<file path="src/verilog/irs_defines.vh">
// constants of the infrared port interrupt status / fifo control block
// assumes an apb slave with 32-bit data and a 10 MHz reference clock
// Summary of operation
// - legacy bits 7:6 mirror fifo enable
// - legacy bits 5:4 always read zero
// - bit 3 zero unless fifo timeout pending
// - bit 0 high when nothing pending
// - timeout after four idle character times
// - line status, then data, then tx empty
// - data ready clears by read or level
// - timer flag when enabled timer hits zero
// - frame status flag follows its fifo level
// - tx threshold flag while fifo below level
// - dma terminal count sets, status read clears
// - handshake toggle sets, handshake read clears
// - line error sets bit 2, line status read clears
// - frame end sets bit 2 in fast modes
// - tx empty when fifo and shifter empty
// - rx threshold at level or on timeout
// - rx trigger codes give 1,4,8,14 bytes
// - bit 3 selects dma mode one with fifo
// - bit 2 clears tx fifo, self clearing
// - bit 1 clears rx fifo, self clearing
// - bit 0 enables fifo mode first
// - 32-byte fifo rx levels 1,4,16,26 in advanced mode
// - tx levels 1,3,9,13 or 1,7,17,25
`ifndef IRS_DEFINES_VH
`define IRS_DEFINES_VH
// register byte addresses (printed offset 2 is an index)
`define IRS_IDX_STATUS      2
`define IRS_ADDR_STATUS     8'h08
`define IRS_ADDR_IRQ_EN     8'h04
`define IRS_ADDR_CONFIG     8'h20
// reset values
`define IRS_STATUS_RESET    8'h22
`define IRS_FIFOCTL_RESET   8'h00
`define IRS_IRQ_EN_RESET    8'h00
`define IRS_CONFIG_RESET    8'h00
// fifo control field positions
`define IRS_FC_RXTRIG_HI    7
`define IRS_FC_RXTRIG_LO    6
`define IRS_FC_TXTRIG_HI    5
`define IRS_FC_TXTRIG_LO    4
`define IRS_FC_DMA_MODE     3
`define IRS_FC_TXCLR        2
`define IRS_FC_RXCLR        1
`define IRS_FC_FIFO_EN      0
// config field positions
`define IRS_CF_ADVANCED     0
`define IRS_CF_FIFO32       1
`define IRS_CF_FASTRATE     2
`define IRS_CF_HS_ENABLE    3
// timeout: four character times
`define IRS_TIMEOUT_CHARS   3'h4
// legacy identification codes (bits 3:0)
`define IRS_ID_NONE         4'h1
`define IRS_ID_LINE         4'h6
`define IRS_ID_DATA         4'h4
`define IRS_ID_TIMEOUT      4'hC
`define IRS_ID_TXEMPTY      4'h2
`endif

</file>
<file path="src/verilog/irs_status_fifo_ctrl.v">
// interrupt status / fifo control block of an infrared serial port
// assumes surrounding port logic supplies fifo levels and event pulses
// on the reference clock; pin-level inputs are synchronised here
`timescale 1ns/1ns
`include "irs_defines.vh"

module irs_status_fifo_ctrl
(
    // clock and reset
    input  wire        I_REF_CLK,
    input  wire        I_RESETN,
    // apb slave
    input  wire        I_PSEL,
    input  wire        I_PENABLE,
    input  wire        I_PWRITE,
    input  wire [7:0]  I_PADDR,
    input  wire [31:0] I_PWDATA,
    output wire [31:0] O_PRDATA,
    output wire        O_PREADY,
    output wire        O_PSLVERR,
    // port datapath state (same clock)
    input  wire [5:0]  I_RX_LEVEL,
    input  wire [5:0]  I_TX_LEVEL,
    input  wire        I_TX_SHIFT_EMPTY,
    input  wire        I_CHAR_TICK,
    input  wire        I_RX_BUFFER_READ,
    input  wire        I_TX_BUFFER_WRITE,
    input  wire        I_LINE_STATUS_READ,
    input  wire        I_HANDSHAKE_STATUS_READ,
    input  wire        I_LINE_ERROR,
    input  wire        I_FRAME_END,
    input  wire        I_TIMER_ZERO,
    input  wire        I_TIMER_RUN,
    input  wire        I_FS_AT_THRESHOLD,
    input  wire        I_FS_TIMEOUT,
    input  wire        I_HANDSHAKE_TOGGLE,
    // dma terminal count pin (asynchronous)
    input  wire        I_DMA_TC,
    // fifo control outputs
    output wire        O_TX_QUEUE_CLEAR,
    output wire        O_RX_QUEUE_CLEAR,
    output wire        O_FIFO_ENABLE,
    output wire        O_DMA_MODE1,
    output wire        O_IRQ
);

    // ------------------------------------------------------------
    // reset release and pin synchronisers
    // ------------------------------------------------------------
    reg  [1:0] rst_sync_reg;
    reg  [1:0] tc_sync_reg;
    reg        tc_prev_reg;
    wire       rst_n;
    wire       tc_rise;

    assign rst_n   = rst_sync_reg[1];
    assign tc_rise = tc_sync_reg[1] & ~tc_prev_reg;

    always @(posedge I_REF_CLK or negedge I_RESETN)
    begin
        if (!I_RESETN)
            rst_sync_reg <= 2'h0;
        else
            rst_sync_reg <= {rst_sync_reg[0], 1'b1};
    end

    always @(posedge I_REF_CLK or negedge rst_n)
    begin
        if (!rst_n)
        begin
            tc_sync_reg <= 2'h0;
            tc_prev_reg <= 1'b0;
        end
        else
        begin
            tc_sync_reg <= {tc_sync_reg[0], I_DMA_TC};
            tc_prev_reg <= tc_sync_reg[1];
        end
    end

    // ------------------------------------------------------------
    // bus decode
    // ------------------------------------------------------------
    wire acc     = I_PSEL & I_PENABLE;
    wire wr      = acc & I_PWRITE;
    wire rd      = acc & ~I_PWRITE;
    wire hit_st  = (I_PADDR == `IRS_ADDR_STATUS);
    wire hit_en  = (I_PADDR == `IRS_ADDR_IRQ_EN);
    wire hit_cf  = (I_PADDR == `IRS_ADDR_CONFIG);
    wire mapped  = hit_st | hit_en | hit_cf;
    wire st_rd   = rd & hit_st;
    wire fc_wr   = wr & hit_st;

    // ------------------------------------------------------------
    // control registers
    // ------------------------------------------------------------
    reg  [7:0] fifo_ctl_reg;
    reg  [7:0] irq_en_reg;
    reg  [7:0] config_reg;
    reg        txclr_reg;
    reg        rxclr_reg;

    wire fifo_en  = fifo_ctl_reg[`IRS_FC_FIFO_EN];
    wire adv      = config_reg[`IRS_CF_ADVANCED];
    wire fifo32   = config_reg[`IRS_CF_FIFO32];
    wire fastrate = config_reg[`IRS_CF_FASTRATE];
    wire hs_en    = config_reg[`IRS_CF_HS_ENABLE];

    // other bits only program when the same write sets bit 0
    wire fc_en_now = I_PWDATA[`IRS_FC_FIFO_EN];

    always @(posedge I_REF_CLK or negedge rst_n)
    begin
        if (!rst_n)
        begin
            fifo_ctl_reg <= `IRS_FIFOCTL_RESET;
            irq_en_reg   <= `IRS_IRQ_EN_RESET;
            config_reg   <= `IRS_CONFIG_RESET;
            txclr_reg    <= 1'b0;
            rxclr_reg    <= 1'b0;
        end
        else
        begin
            // clear strobes are one cycle; the stored bits read zero
            txclr_reg <= fc_wr & fc_en_now
                         & I_PWDATA[`IRS_FC_TXCLR];
            rxclr_reg <= fc_wr & fc_en_now
                         & I_PWDATA[`IRS_FC_RXCLR];
            if (fc_wr)
            begin
                if (fc_en_now)
                    fifo_ctl_reg <= {I_PWDATA[7:3], 2'b00,
                                     1'b1};
                else
                    fifo_ctl_reg <= `IRS_FIFOCTL_RESET;
            end
            if (wr & hit_en)
                irq_en_reg <= I_PWDATA[7:0];
            if (wr & hit_cf)
                config_reg <= {4'h0, I_PWDATA[3:0]};
        end
    end

    // ------------------------------------------------------------
    // thresholds
    // ------------------------------------------------------------
    reg [5:0] rx_thr;
    reg [5:0] tx_thr;

    always @*
    begin
        case (fifo_ctl_reg[7:6])
            2'h0: rx_thr = 6'h01;
            2'h1: rx_thr = 6'h04;
            2'h2: rx_thr = (adv & fifo32) ? 6'h10 : 6'h08;
            default: rx_thr = (adv & fifo32) ? 6'h1A : 6'h0E;
        endcase
        case (fifo_ctl_reg[5:4])
            2'h0: tx_thr = 6'h01;
            2'h1: tx_thr = fifo32 ? 6'h07 : 6'h03;
            2'h2: tx_thr = fifo32 ? 6'h11 : 6'h09;
            default: tx_thr = fifo32 ? 6'h19 : 6'h0D;
        endcase
    end

    wire rx_at_thr = fifo_en ? (I_RX_LEVEL >= rx_thr)
                             : (I_RX_LEVEL != 6'h00);

    // ------------------------------------------------------------
    // receive time-out: four character ticks with no fifo access
    // ------------------------------------------------------------
    reg  [2:0] to_cnt_reg;
    reg        timeout_reg;

    always @(posedge I_REF_CLK or negedge rst_n)
    begin
        if (!rst_n)
        begin
            to_cnt_reg  <= 3'h0;
            timeout_reg <= 1'b0;
        end
        else if (I_RX_BUFFER_READ | rxclr_reg
                 | (I_RX_LEVEL == 6'h00))
        begin
            to_cnt_reg  <= 3'h0;
            timeout_reg <= 1'b0;
        end
        else if (I_CHAR_TICK & ~timeout_reg)
        begin
            if (to_cnt_reg == (`IRS_TIMEOUT_CHARS - 3'h1))
                timeout_reg <= 1'b1;
            to_cnt_reg <= to_cnt_reg + 3'h1;
        end
    end

    // ------------------------------------------------------------
    // transmit empty edge
    // ------------------------------------------------------------
    // both tx flags set on the edge, not the level, so a clearing
    // read or buffer write is not undone while the queue stays empty
    reg  tx_empty_prev_reg;
    wire tx_all_empty;
    wire tx_empty_rise;

    assign tx_all_empty  = (I_TX_LEVEL == 6'h00) & I_TX_SHIFT_EMPTY;
    assign tx_empty_rise = tx_all_empty & ~tx_empty_prev_reg;

    always @(posedge I_REF_CLK or negedge rst_n)
    begin
        if (!rst_n)
            tx_empty_prev_reg <= 1'b1;
        else
            tx_empty_prev_reg <= tx_all_empty;
    end

    // ------------------------------------------------------------
    // sticky flags: set wins over clear
    // ------------------------------------------------------------
    reg timer_flag_reg;
    reg dma_flag_reg;
    reg handshake_flag_reg;
    reg bit2_flag_reg;
    reg tx_empty_flag_reg;
    reg tbr_empty_reg;
    reg line_err_reg;
    reg [7:0] adv_status;
    reg [3:0] legacy_id;
    wire [7:0] status_byte;

    wire tbr_reported = (legacy_id == `IRS_ID_TXEMPTY);

    always @(posedge I_REF_CLK or negedge rst_n)
    begin
        if (!rst_n)
        begin
            timer_flag_reg     <= 1'b0;
            dma_flag_reg       <= 1'b0;
            handshake_flag_reg <= 1'b0;
            bit2_flag_reg      <= 1'b0;
            tx_empty_flag_reg  <= 1'b1;
            tbr_empty_reg      <= 1'b1;
            line_err_reg       <= 1'b0;
        end
        else
        begin
            if (I_TIMER_ZERO & I_TIMER_RUN
                & irq_en_reg[7])
                timer_flag_reg <= 1'b1;
            else if (st_rd)
                timer_flag_reg <= 1'b0;
            if (tc_rise)
                dma_flag_reg <= 1'b1;
            else if (st_rd)
                dma_flag_reg <= 1'b0;
            if (I_HANDSHAKE_TOGGLE & hs_en)
                handshake_flag_reg <= 1'b1;
            else if (I_HANDSHAKE_STATUS_READ | ~hs_en)
                handshake_flag_reg <= 1'b0;
            if (fastrate ? I_FRAME_END : I_LINE_ERROR)
                bit2_flag_reg <= 1'b1;
            else if (fastrate ? st_rd : I_LINE_STATUS_READ)
                bit2_flag_reg <= 1'b0;
            if (tx_empty_rise)
                tx_empty_flag_reg <= 1'b1;
            else if (st_rd & adv)
                tx_empty_flag_reg <= 1'b0;
            if (I_LINE_ERROR)
                line_err_reg <= 1'b1;
            else if (I_LINE_STATUS_READ)
                line_err_reg <= 1'b0;
            if (tx_empty_rise)
                tbr_empty_reg <= 1'b1;
            else if (I_TX_BUFFER_WRITE
                     | (st_rd & ~adv & tbr_reported))
                tbr_empty_reg <= 1'b0;
        end
    end

    // ------------------------------------------------------------
    // status byte composition
    // ------------------------------------------------------------
    always @*
    begin
        if (line_err_reg)
            legacy_id = `IRS_ID_LINE;
        else if (timeout_reg & fifo_en)
            legacy_id = `IRS_ID_TIMEOUT;
        else if (rx_at_thr | timeout_reg)
            legacy_id = `IRS_ID_DATA;
        else if (tbr_empty_reg)
            legacy_id = `IRS_ID_TXEMPTY;
        else
            legacy_id = `IRS_ID_NONE;
        adv_status = {timer_flag_reg,
                      fastrate & (I_FS_AT_THRESHOLD
                                  | I_FS_TIMEOUT),
                      I_TX_LEVEL < tx_thr,
                      dma_flag_reg,
                      handshake_flag_reg,
                      bit2_flag_reg,
                      tx_empty_flag_reg,
                      (I_RX_LEVEL >= rx_thr) | timeout_reg};
    end

    assign status_byte = adv ? adv_status
                       : {fifo_en, fifo_en,
                          2'b00,
                          legacy_id};

    // ------------------------------------------------------------
    // read data, response and interrupt
    // ------------------------------------------------------------
    reg [31:0] prdata_reg;
    reg        irq_reg;

    wire [7:0] leg_mask = {5'h00, irq_en_reg[2:0]};
    wire [7:0] flags    = adv ? adv_status
                        : {5'h00, line_err_reg,
                           tbr_empty_reg,
                           rx_at_thr | timeout_reg};

    always @(posedge I_REF_CLK or negedge rst_n)
    begin
        if (!rst_n)
        begin
            prdata_reg  <= 32'h0000_0000;
            irq_reg     <= 1'b0;
        end
        else
        begin
            // setup-phase sample: data ready by the access edge
            if (I_PSEL & ~I_PENABLE & ~I_PWRITE)
            begin
                if (I_PADDR == `IRS_ADDR_STATUS)
                    prdata_reg <= {24'h0, status_byte};
                else if (I_PADDR == `IRS_ADDR_IRQ_EN)
                    prdata_reg <= {24'h0, irq_en_reg};
                else if (I_PADDR == `IRS_ADDR_CONFIG)
                    prdata_reg <= {24'h0, config_reg};
                else
                    prdata_reg <= 32'h0000_0000;
            end
            irq_reg <= |(flags & (adv ? irq_en_reg
                                      : leg_mask));
        end
    end

    // ------------------------------------------------------------
    // bus response
    // ------------------------------------------------------------
    // pslverr is raised from the setup cycle so that it stands
    // through the single access cycle of an unmapped address
    reg        pslverr_reg;
    reg        pready_reg;

    always @(posedge I_REF_CLK or negedge rst_n)
    begin
        if (!rst_n)
        begin
            pslverr_reg <= 1'b0;
            pready_reg  <= 1'b1;
        end
        else
        begin
            pslverr_reg <= I_PSEL & ~I_PENABLE & ~mapped;
            pready_reg  <= 1'b1;
        end
    end

    // ------------------------------------------------------------
    // outputs
    // ------------------------------------------------------------
    assign O_PRDATA         = prdata_reg;
    assign O_PREADY         = pready_reg;
    assign O_PSLVERR        = pslverr_reg;
    assign O_TX_QUEUE_CLEAR = txclr_reg;
    assign O_RX_QUEUE_CLEAR = rxclr_reg;
    assign O_FIFO_ENABLE    = fifo_ctl_reg[`IRS_FC_FIFO_EN];
    // bit 3 is never stored without fifo enable, so it needs no gate
    assign O_DMA_MODE1      = fifo_ctl_reg[`IRS_FC_DMA_MODE];
    assign O_IRQ            = irq_reg;

endmodule // irs_status_fifo_ctrl

</file>
<file path="config.mk">
export PLATFORM = sky130hd
export DESIGN_NAME = irs_status_fifo_ctrl
export DESIGN_NICKNAME = d
export VERILOG_FILES = /design/src/verilog/irs_status_fifo_ctrl.v
export VERILOG_INCLUDE_DIRS = /design/src /design/src/verilog
export SDC_FILE = /design/constraint.sdc
export NUM_CORES = 1
export LEC_CHECK = 0
export ABC_AREA = 0
export BUFFER_PORTS_ARGS = -buffer_cell sky130_fd_sc_hd__buf_4
export CAP_MARGIN = 10
export CORE_MARGIN = 3
export CORE_UTILIZATION = 45
export CTS_BUF_LIST = sky130_fd_sc_hd__clkbuf_8
export DETAILED_ROUTE_END_ITERATION = 7
export HOLD_SLACK_MARGIN = 0.05
export MAX_ROUTING_LAYER = met4
export PLACE_DENSITY = 0.77
export SETUP_SLACK_MARGIN = 0.3
export SLEW_MARGIN = 10
export SYNTH_ARGS = -nofsm -noshare
export SYNTH_HDL_FRONTEND = slang
export SYNTH_SLANG_ARGS = --single-unit
</file>
<file path="constraint.sdc">
create_clock -name I_REF_CLK -period 1.5 [get_ports I_REF_CLK]
set_clock_uncertainty 0.1 [all_clocks]
set_input_delay 0.15 -clock I_REF_CLK [delete_from_list [all_inputs] [get_ports I_REF_CLK]]
set_output_delay 0.15 -clock I_REF_CLK [all_outputs]
set_load 0.01 [all_outputs]
</file>
Word-level counts from Yosys, hierarchy flattened. Index checks and enable logic that the tools add are counted.

Register bits: 73. Latch bits: 0. Bits in writable memories: 0. ROM bits: 0. Memories: 0.

$add $sub $neg: 1. Multipliers: 0. Divide/modulo/power cells: 0. Order comparisons: 2. Eq/ne operators: 9. Shifts and indexed selects: 0. Multiplexer cells: 39. Bitwise operators: 44. Reductions and logical operators: 16.

Operators by type and width (number): two-way mux 8 bit (6); case mux 5 bit (3 select lines) (2); bitwise AND 1 bit (26); two-way mux 5 bit (4); two-way mux 1 bit (19); nonzero test 2 bit (9); zero test 6 bit (2); two-way mux 3 bit (4); two-way mux 4 bit (3); bitwise OR 1 bit (9); bitwise AND 8 bit (1); equality test 8 x 3 -> 1 bit, second input constant (1); equality test 8 x 4 -> 1 bit, second input constant (1); equality test 8 x 6 -> 1 bit, second input constant (1); inverter 1 bit (8); OR reduction 8 bit (1); greater-or-equal comparator 6 bit (1); less-than comparator 6 bit (1); nonzero test 6 bit (1); equality test 2 x 1 -> 1 bit, second input constant (2); equality test 2 bit, second input constant (2); equality test 4 x 2 -> 1 bit, second input constant (1); zero test 2 bit (2); adder 3 x 1 -> 3 bit, second input constant (1); other kinds (3) (3).

Longest topological paths before layout. Gate-level depths: netlist of the first run.

Depth after elaboration: 14. Gate-level depth with buffers: 10.

Worst setup path before layout of the first run. Ideal clock, no wire load.

Path type: reg2reg. Start point: reg config_reg[0]. End point: reg prdata_reg[0], in the netlist O_PRDATA[0]. Library setup time: 84 ps. Arrival time: 2438 ps. Required time: 1316 ps. Setup slack: -1122 ps. Cell stages (with the launch flop): 10. Buffers on the path: 1. Cells stage by stage: dfrtp_1 clkbuf_1 inv_1 o31ai_1 ha_1 a21o_1 a2111oi_4 o211ai_1 or4_1 a41oi_2.

Cells in the longest elaborated chain, start to end: 11. Elaborated cells between the ends (all ways): 15. Those cells by class: order compare: 1; mux: 11; bitwise: 3.

RTL lines: start: declaration (line irs_status_fifo_ctrl.v:99) `reg [7:0] config_reg;`; start signal: assignment (line irs_status_fifo_ctrl.v:118) `` config_reg <= `IRS_CONFIG_RESET; ``; start signal: assignment (line irs_status_fifo_ctrl.v:140) `config_reg <= {4'h0, I_PWDATA[3:0]};`; bitwise AND 1 bit (line irs_status_fifo_ctrl.v:155, irs_status_fifo_ctrl.v:156); two-way mux 5 bit, on equally long branches (line irs_status_fifo_ctrl.v:156, irs_status_fifo_ctrl.v:155); case mux 5 bit (3 select lines) (line irs_status_fifo_ctrl.v:152) `case (fifo_ctl_reg[7:6])`; greater-or-equal comparator 6 bit (line irs_status_fifo_ctrl.v:166, irs_status_fifo_ctrl.v:302); two-way mux 1 bit (line irs_status_fifo_ctrl.v:166) `wire rx_at_thr = fifo_en ? (I_RX_LEVEL >= rx_thr)`; bitwise OR 1 bit (line irs_status_fifo_ctrl.v:288) `else if (rx_at_thr | timeout_reg)`; two-way mux 3 bit (line irs_status_fifo_ctrl.v:288); two-way mux 4 bit (line irs_status_fifo_ctrl.v:286) `else if (timeout_reg & fifo_en)`; two-way mux 4 bit (line irs_status_fifo_ctrl.v:284) `if (line_err_reg)`; two-way mux 8 bit (line irs_status_fifo_ctrl.v:305) `assign status_byte = adv ? adv_status`; two-way mux 8 bit (*) (line irs_status_fifo_ctrl.v:334) `` if (I_PADDR == `IRS_ADDR_STATUS) ``; end signal: assignment (line irs_status_fifo_ctrl.v:335) `prdata_reg <= {24'h0, status_byte};`; end signal: assignment (line irs_status_fifo_ctrl.v:337) `prdata_reg <= {24'h0, irq_en_reg};`; end signal: assignment (line irs_status_fifo_ctrl.v:339) `prdata_reg <= {24'h0, config_reg};`; end: declaration (line irs_status_fifo_ctrl.v:313) `reg [31:0] prdata_reg;`.

Every way passes the cells marked *; elsewhere a longest branch is shown, timed or not. A chain may end at the register's enable or synchronous reset.

Worst setup path after layout of the first run. Ends and elaborated chain as after synthesis.

==> flow_summary_export.csv, run 1 <==
group,metric,value,unit
route,ant_nets,0,
synth,post_synth_mux_area_share,4.988,%
die,rows,27,
die,fp.dieH,82.87,µm
grt,top_usage_layer,"met2",
clock_network,path_clk_slew,0.09,ns
synth,synth_top_family_by_area,"compound AO/OA/AOI/OAI gates",
outcome,status,"finished with violations",
grt,grt_max_degree,20,
grt,use_met3,3.770,%
clock_network,clockBufferDepth,2,
critical_path,cp.required,1.61,ns
critical_path,crit_chain,"inv_4, o31ai_4, ha_1, a21o_1, a2111oi_4, o211ai_1, or4_1, a41oi_2",
pwr,power_density,667.9,nW/µm²
outcome,violations,"setup timing",
synth,syn_avg_cell_area,9.847,µm²
route,drt_wl_total,7555,µm
synth,synth_area,2659,µm²
synth,ys.flop_type,"dfrtp_1",
route,drtIter0Drc,150,
placed_design,dp_hpwl,5275,µm
clock_network,cts_tree,"yes",
critical_path,reg2regPathDepth,8,
critical_path,timing.rr.start,"config_reg[0]",
sta,fmax,406.5,MHz
clock_network,cts_max_level,2,
layout,final_util,72.71,%
synth,ys_ff_latch,47,
route,drt_first_pass_iters,4,
die,start_util,47.41,%
route,num_vias,2472,
synth,async_reset_ff_share,100.0,%
sta,period_needed,2.460,ns
synth,synth_compound_area_share,17.32,%
critical_path,critPathKind,"reg2reg",
die,die_w,82.87,µm
grt,grt_pass1_vias,2449,
route,drc,0,
layout,layout_commonest_cell,"buf_4",
grt,met1_usage,26.57,%
run,cap_violations,0,
sta,hold_viol,0,
synth,synth-xor-area-share,0.6588,%
sta,rsz0062_at_grt,"yes",
layout,final_cell_mix,"buf_4 (97), dfrtp_1 (42), conb_1 (26), nand2_1 (20), dlygate4sd3_1 (17)",
layout,fin_nets,480,
route,wl_per_cell,16.04,µm
sta,fin_crit_sh,164.0,%
synth,synth-seq-area-share,44.38,%
hold_path,hp-class,"in2async",
die,ios,110,
synth,ys_types,53,
sta,fin_hold_ws,0.06059,ns
die,die_area,6867,µm²
critical_path,end_kind,"flop",
synth,synthCells,270,
grt,use_met2,36.22,%
layout,drive_gt1_share,44.86,%
route,drt-vias-per-instance,5.248,
critical_path,r2r_slack,-0.96,ns
pwr,p_leak,1.980,nW
grt,grt_overflow,0,
grt,antenna_found_initial,0,
critical_path,rr_endpoint,"O_PRDATA[0]",
placed_design,port_buffers,60,
critical_path,cp_data_arrival_time,2.57,ns
synth,synth-simple-area-share,17.18,%
critical_path,crit_fanout,4,
critical_path,max_stage_delay,0.45,ns
pwr,vdd_drop_max,708.3,µV
grt,track_usage,21.47,%
critical_path,cp-start-kind,"flop",
sta,setup_slack,-0.9599,ns
synth,synth-edff-count,0,
die,core,5608,µm²
clock_network,numCtsBuffers,5,
clock_network,cts_root_buf,"clkbuf_8",
synth,synth_fa_ha_area_share,5.176,%
placed_design,gp_congestion,0.9198,
sta,setup_viol,9,
clock_network,cts.sinks,47,
grt,grt_pass1_wl,11870,µm
layout,area_delta_synth_final,53.36,%
layout,antenna_cells,0,
critical_path,cp_slowest_cell,"or4_1",
sta,slew_viol_final,0,
synth,synth_warnings,0,
clock_network,worstSkewPairLatency,0.29,ns
## stage by stage
stage | total power [mW] | instances | cell area (µm²) | TNS [ns] | setup WS [ns]
floorplan | 1.655 | 294 | 2868 | -4.953 | -0.9351
CTS | 2.678 | 468 | 3919 | -4.804 | -0.9894
detailed placement | 1.842 | 436 | 3483 | -6.220 | -0.9748
global placement | 1.830 | 436 | 3483 | -5.769 | -0.9493
global route | 2.850 | 471 | 4078 | -6.034 | -1.090
finish | 2.724 | 471 | 4078 | -4.888 | -0.9599
## worst max-delay path: cells and delay by family, from the launching register on
kind,cells,cell delay (ns)
AND/OR/NAND/NOR,1,0.45
adder cells (fa/ha/maj),1,0.28
buffers and inverters,1,0.05
flip-flops,1,0.41
AO/OA/AOI/OAI,5,1.09
## worst max-delay path by stage
stage             startpoint          end  slack (ns)  cells past startpoint
2_1_floorplan  config_reg[0]  O_PRDATA[0]       -0.94                      9
3_3_place_gp   config_reg[0]  O_PRDATA[0]       -0.95                      8
3_5_place_dp   config_reg[1]  O_PRDATA[0]       -0.97                      8
4_1_cts        config_reg[1]  O_PRDATA[0]       -0.99                      8
5_1_grt        config_reg[1]  O_PRDATA[0]       -1.09                      8
6_report       config_reg[0]  O_PRDATA[0]       -0.96                      8
## kinds of logic after synthesis
logic type	Yosys count
AOI/OAI and AO/OA	67
xor gates and xnor gates	2
adders and majority gates	11
buffers and inverters	46
DFF	47
muxes	12
other	2
and+or+nand+nor	83
## cell usage after synthesis (7+ instances only)
| cell type | count | area, µm² |
|---|---|---|
| mux2_2 | 10 | 112.6 |
| nand3_1 | 10 | 50.05 |
| nor2_1 | 17 | 63.81 |
| inv_1 | 14 | 52.55 |
| clkbuf_1 | 7 | 26.28 |
| o21ai_0 | 18 | 90.09 |
| nand2b_1 | 7 | 43.79 |
| a21oi_1 | 15 | 75.07 |
| ha_1 | 11 | 137.6 |
| buf_4 | 25 | 187.7 |
| nand2_1 | 23 | 86.33 |
| dfrtp_1 | 44 | 1101 |
## power by group
part           total [mW]  internal (mW)  switching (mW)
Clock               0.774          0.366           0.409
Combinational       0.573          0.308           0.264
Sequential           1.38           1.32          0.0555
Total                2.72           1.99           0.729
## layer usage
layer	share of wire (%)	wire (µm)	up-vias
li1	-	-	1169
met1	40	3000	1181
met2	51	3863	100
met3	6.6	497	22
met4	2.6	193	0
met5	0	0	-
## what timing repair did
item,4_1_cts,5_1_grt
gates resized for setup,33,31
hold buffers,17,0
setup buffers,7,2
endpoints found under the setup margin,28,30
pin swaps,19,16
cloned,0,1
hold endpoints to repair,26,0
## area by class of cell
class                           instances  area [µm²]
Multi-Input combinational cell        201        1583
Fill cell                             397        1530
Sequential cell                        47        1182
Timing Repair Buffer                  129        1076
Tap cell                               72       90.09
Clock buffer                            6       82.58
Inverter                               14       55.05
Clock inverter                          2       8.758
Power figures use the tool's default switching activity.
==> inputs of run 2 (changes only) <==
- HOLD_SLACK_MARGIN: 0.05 -> 0.15
==> flow_summary_export.csv, run 2 (same netlist as run 1, synthesis figures left out) <==
group,metric,value,unit
pwr,p_leak,2.020,nW
pwr,vdd_drop_max,743.1,µV
placed_design,dp_hpwl,5275,µm
critical_path,timing.rr.start,"config_reg[0]",
sta,fin_hold_ws,0.1100,ns
layout,layout.cells.non_filler,480,
route,drt_first_pass_iters,4,
critical_path,cp-start-kind,"flop",
layout,final_cell_mix,"buf_4 (98), dfrtp_1 (42), conb_1 (26), dlygate4sd3_1 (25), nand2_1 (20)",
layout,antenna_cells,0,
sta,period_needed,2.489,ns
critical_path,end_kind,"flop",
critical_path,crit_fanout,4,
hold_path,hp-class,"reg2async",
grt,track_usage,22.79,%
route,drtIter0Drc,159,
clock_network,path_clk_slew,0.09,ns
route,met1_length,3179,µm
route,num_vias,2543,
sta,fmax,401.8,MHz
clock_network,cts_hold_buf,25,
sta,rsz0062_at_grt,"yes",
critical_path,cp_data_arrival_time,2.60,ns
die,die_w,82.87,µm
route,wl_met3,463,µm
sta,setup_slack,-0.9888,ns
die,rows,27,
outcome,status,"finished with violations",
die,ios,110,
route,drt-vias-per-instance,5.298,
sta,hold_viol,0,
route,drt_wl_total,8010,µm
pwr,power_density,660.4,nW/µm²
grt,antenna_found_initial,0,
die,fp.dieH,82.87,µm
grt,grt_max_degree,20,
layout,fin_nets,489,
route,ant_nets,0,
layout,area_delta_synth_final,56.52,%
route,drc,0,
placed_design,pre_cts_slack,-0.9748,ns
layout,drive_gt1_share,44.61,%
route,routed-wl-met2,4207,µm
clock_network,cts_root_buf,"clkbuf_8",
clock_network,cts_tree,"yes",
clock_network,cts.sinks,47,
grt,grt_pass1_wl,12520,µm
die,die_area,6867,µm²
grt,grt_overflow,0,
critical_path,critPathKind,"reg2reg",
clock_network,numCtsBuffers,5,
layout,layout_commonest_cell,"buf_4",
placed_design,port_buffers,60,
clock_network,worstSkewPairLatency,0.29,ns
run,cap_violations,0,
sta,fin_crit_sh,165.9,%
layout,design_area,4161,µm²
route,wl_per_cell,16.69,µm
route,maxUsedRoutingLayer,"met4",
die,core,5608,µm²
clock_network,cts_max_level,2,
critical_path,cp.required,1.61,ns
clock_network,clockBufferDepth,2,
critical_path,startpoint,"config_reg[0]",
placed_design,place_area,3483,µm²
outcome,violations,"setup timing",
pwr,total_power,2.748,mW
die,start_util,47.41,%
placed_design,dp_cells,436,
grt,grt_pass1_vias,2573,
placed_design,gp_congestion,0.9198,
sta,setup_viol,9,
sta,slew_viol_final,0,
==> run 2: path summary, 6_finish.rpt <==
path,to,slack (ns),cells past startpoint
min in group I_REF_CLK,tx_empty_prev_reg,0.12,4
max,O_PRDATA[0],-0.99,8
min,irq_en_reg[1],0.11,0
max in group asynchronous,rst_sync_reg[1],0.56,3
max reg2reg,O_PRDATA[0],-0.99,8
min reg2reg,irq_en_reg[1],0.11,0
==> run 2: power breakdown <==
group / total, mW / internal (mW) / switching, mW
Clock: 0.778 / 0.366 / 0.412
Sequential: 1.38 / 1.32 / 0.0564
Combinational: 0.593 / 0.321 / 0.272
Total: 2.75 / 2.01 / 0.741
==> run 2: routing by layer <==
layer | vias to the layer above | global-route usage (%)
met5 | - | -
met4 | 0 | 5.944
met3 | 21 | 3.968
met2 | 99 | 40.01
met1 | 1241 | 27.01
li1 | 1182 | -
==> run 2: cell type report <==
class / instances / area (µm²)
Timing Repair Buffer: 138 / 1167
Fill cell: 387 / 1446
Inverter: 14 / 55.05
Sequential cell: 47 / 1182
Multi-Input combinational cell: 201 / 1575
Clock buffer: 6 / 82.58
Clock inverter: 2 / 8.758
Tap cell: 72 / 90.09
==> run 2: critical path, cell delays in order, from the launching register on <==
cell and delay (ns):
dfrtp_1 0.44, inv_4 0.05, o31ai_4 0.21, ha_1 0.28
a21o_1 0.19, a2111oi_4 0.32, o211ai_1 0.21, or4_1 0.45
a41oi_2 0.17
==> run 2: per-stage QoR <==
step / util (%) / TNS, ns
3_5_place_dp: 62.12 / -6.220
2_1_floorplan: - / -4.953
5_1_grt: 74.21 / -6.202
4_1_cts: 71.31 / -4.804
6_report: 74.21 / -5.107
3_3_place_gp: 62.12 / -5.769
==> run 2: repair_timing <==
item,in CTS,in global routing
cloned,0,1
hold endpoints to repair,48,12
endpoints found under the setup margin,28,32
pin swaps,19,16
buffers inserted,7,3
resized for setup,33,33
==> inputs of run 3 (changes only) <==
- CORE_UTILIZATION: 45 -> 44
- CTS_BUF_LIST: sky130_fd_sc_hd__clkbuf_8 -> default
- PLACE_DENSITY: 0.77 -> 0.75
- TNS_END_PERCENT: default -> 10
==> flow_summary_export.csv, run 3 (same netlist as run 1, synthesis figures left out) <==
group,metric,value,unit
grt,track_usage,21.35,%
layout,layout_commonest_cell,"buf_4",
critical_path,cp.required,1.63,ns
clock_network,cts_hold_buf,25,
grt,grt_overflow,0,
outcome,violations,"setup timing",
pwr,p_leak,1.951,nW
sta,period_needed,2.545,ns
layout,fin_nets,482,
die,die_w,83.74,µm
pwr,power_density,674.0,nW/µm²
placed_design,pre_cts_slack,-1.042,ns
sta,hold_viol,0,
route,drt_wl_total,7406,µm
placed_design,gp_congestion,0.8512,
clock_network,cts_root_buf,"clkbuf_8",
clock_network,clockBufferDepth,2,
critical_path,crit_fanout,3,
sta,fmax,392.9,MHz
placed_design,dp_cells,436,
route,num_vias,2529,
die,start_util,46.85,%
grt,grt_pass1_vias,2542,
sta,setup_viol,8,
grt,grt_pass1_wl,11820,µm
layout,area_delta_synth_final,52.05,%
sta,slew_viol_final,0,
clock_network,cts.sinks,47,
critical_path,cp_data_arrival_time,2.67,ns
critical_path,cp-start-kind,"flop",
critical_path,reg2regPathDepth,7,
sta,setup_slack,-1.045,ns
layout,drive_gt1_share,40.15,%
clock_network,worstSkewPairLatency,0.31,ns
grt,antenna_found_initial,0,
clock_network,numCtsBuffers,5,
sta,rsz0062_at_grt,"yes",
die,fp.dieH,83.74,µm
clock_network,cts_tree,"yes",
die,core,5675,µm²
pwr,vdd_drop_max,458.1,µV
run,cap_violations,0,
layout,final_cell_mix,"buf_4 (91), dfrtp_1 (42), conb_1 (26), dlygate4sd3_1 (25), nand2_1 (21)",
layout,final_util,71.23,%
hold_path,hp-class,"in2reg",
layout,multi_input_area,1504,µm²
clock_network,path_clk_slew,0.08,ns
sta,fin_hold_ws,0.08363,ns
sta,fin_crit_sh,169.7,%
clock_network,cts_max_level,2,
die,rows,27,
placed_design,dp_hpwl,5231,µm
grt,grt_max_degree,46,
pwr,total_power,2.725,mW
critical_path,end_kind,"flop",
route,drt-vias-per-instance,5.347,
hold_path,worstHoldPathCells,4,
route,drtIter0Drc,100,
critical_path,max_stage_delay,0.45,ns
critical_path,crit_chain,"o31ai_4, ha_1, a21o_1, a2111oi_4, o211ai_1, or4_4, a41oi_2",
layout,fill_cells,404,
route,wl_per_cell,15.66,µm
placed_design,port_buffers,60,
outcome,status,"finished with violations",
critical_path,cp_slowest_cell,"or4_4",
layout,antenna_cells,0,
route,drt_first_pass_iters,4,
die,ios,110,
layout,regArea,1182,µm²
critical_path,critPathKind,"reg2reg",
layout,layout.cells.non_filler,473,
die,die_area,7012,µm²
route,ant_nets,0,
route,drc,0,
run 3: cell count changes in the layout (fill, tap and decap cells not counted), moves of 2 or more:
cell,before,now
a2111oi_2,2,0
a2111oi_4,1,3
a21oi_1,11,13
a21oi_2,4,2
buf_4,98,91
mux2_2,0,2
mux2_4,10,8
o21ai_0,7,11
o21ai_1,8,6
run 3: worst paths after layout:
path	startpoint	to	slack, ns
max	fifo_ctl_reg[6]	O_PRDATA[0]	-1.05
min	I_TX_LEVEL[4]	tx_empty_prev_reg	0.08
max reg2reg	fifo_ctl_reg[6]	O_PRDATA[0]	-1.05
min reg2reg	rst_sync_reg[1]	fifo_ctl_reg[4]	0.14
max in group asynchronous	I_RESETN	rst_sync_reg[1]	0.58
min in group asynchronous	rst_sync_reg[1]	fifo_ctl_reg[4]	0.14
run 3: stage by stage:
stage	setup TNS (ns)	cell area, µm²
5_1_grt	-6.443	4043
4_1_cts	-5.024	3943
6_report	-5.544	4043
2_1_floorplan	-4.467	2785
3_5_place_dp	-6.893	3442
3_3_place_gp	-5.941	3442
run 3: power breakdown:
| group | total (mW) | internal, mW | switching [mW] |
|---|---|---|---|
| combinational | 0.562 | 0.302 | 0.260 |
| sequential | 1.37 | 1.32 | 0.0458 |
| clock | 0.797 | 0.372 | 0.424 |
| total | 2.72 | 2.00 | 0.730 |
run 3: final cells by class:
type                       count  share of cell area [%]
clock buffer                   7                   2.136
clock inverter                 1                  0.1238
inverter                      14                   1.362
multi-input combinational    201                   37.20
sequential                    47                   29.25
tap                           72                   2.228
timing repair buffer         131                   27.70
run 3: metal layers:
layer | global-route usage [%] | vias to the layer above | part of all wire (%)
li1 | - | 1179 | -
met1 | 25.44 | 1228 | 38
met2 | 36.37 | 109 | 53
met3 | 3.554 | 13 | 7.4
met4 | 7.749 | 0 | 1.6
met5 | - | - | 0
run 3: worst max-delay path: cells and delay by family, from the launching register on:
family          cells  cell delay [ns]
compound gates      5             1.19
simple gates        1             0.45
flops               1             0.44
fa+ha+maj           1             0.28
run 3: what timing repair did:
item / CTS / global route
setup buffers: 4 / 0
resized for setup: 34 / 25
endpoints found under the hold margin: 35 / 3
endpoints found under the setup margin: 31 / 38
pin swaps: 20 / 27
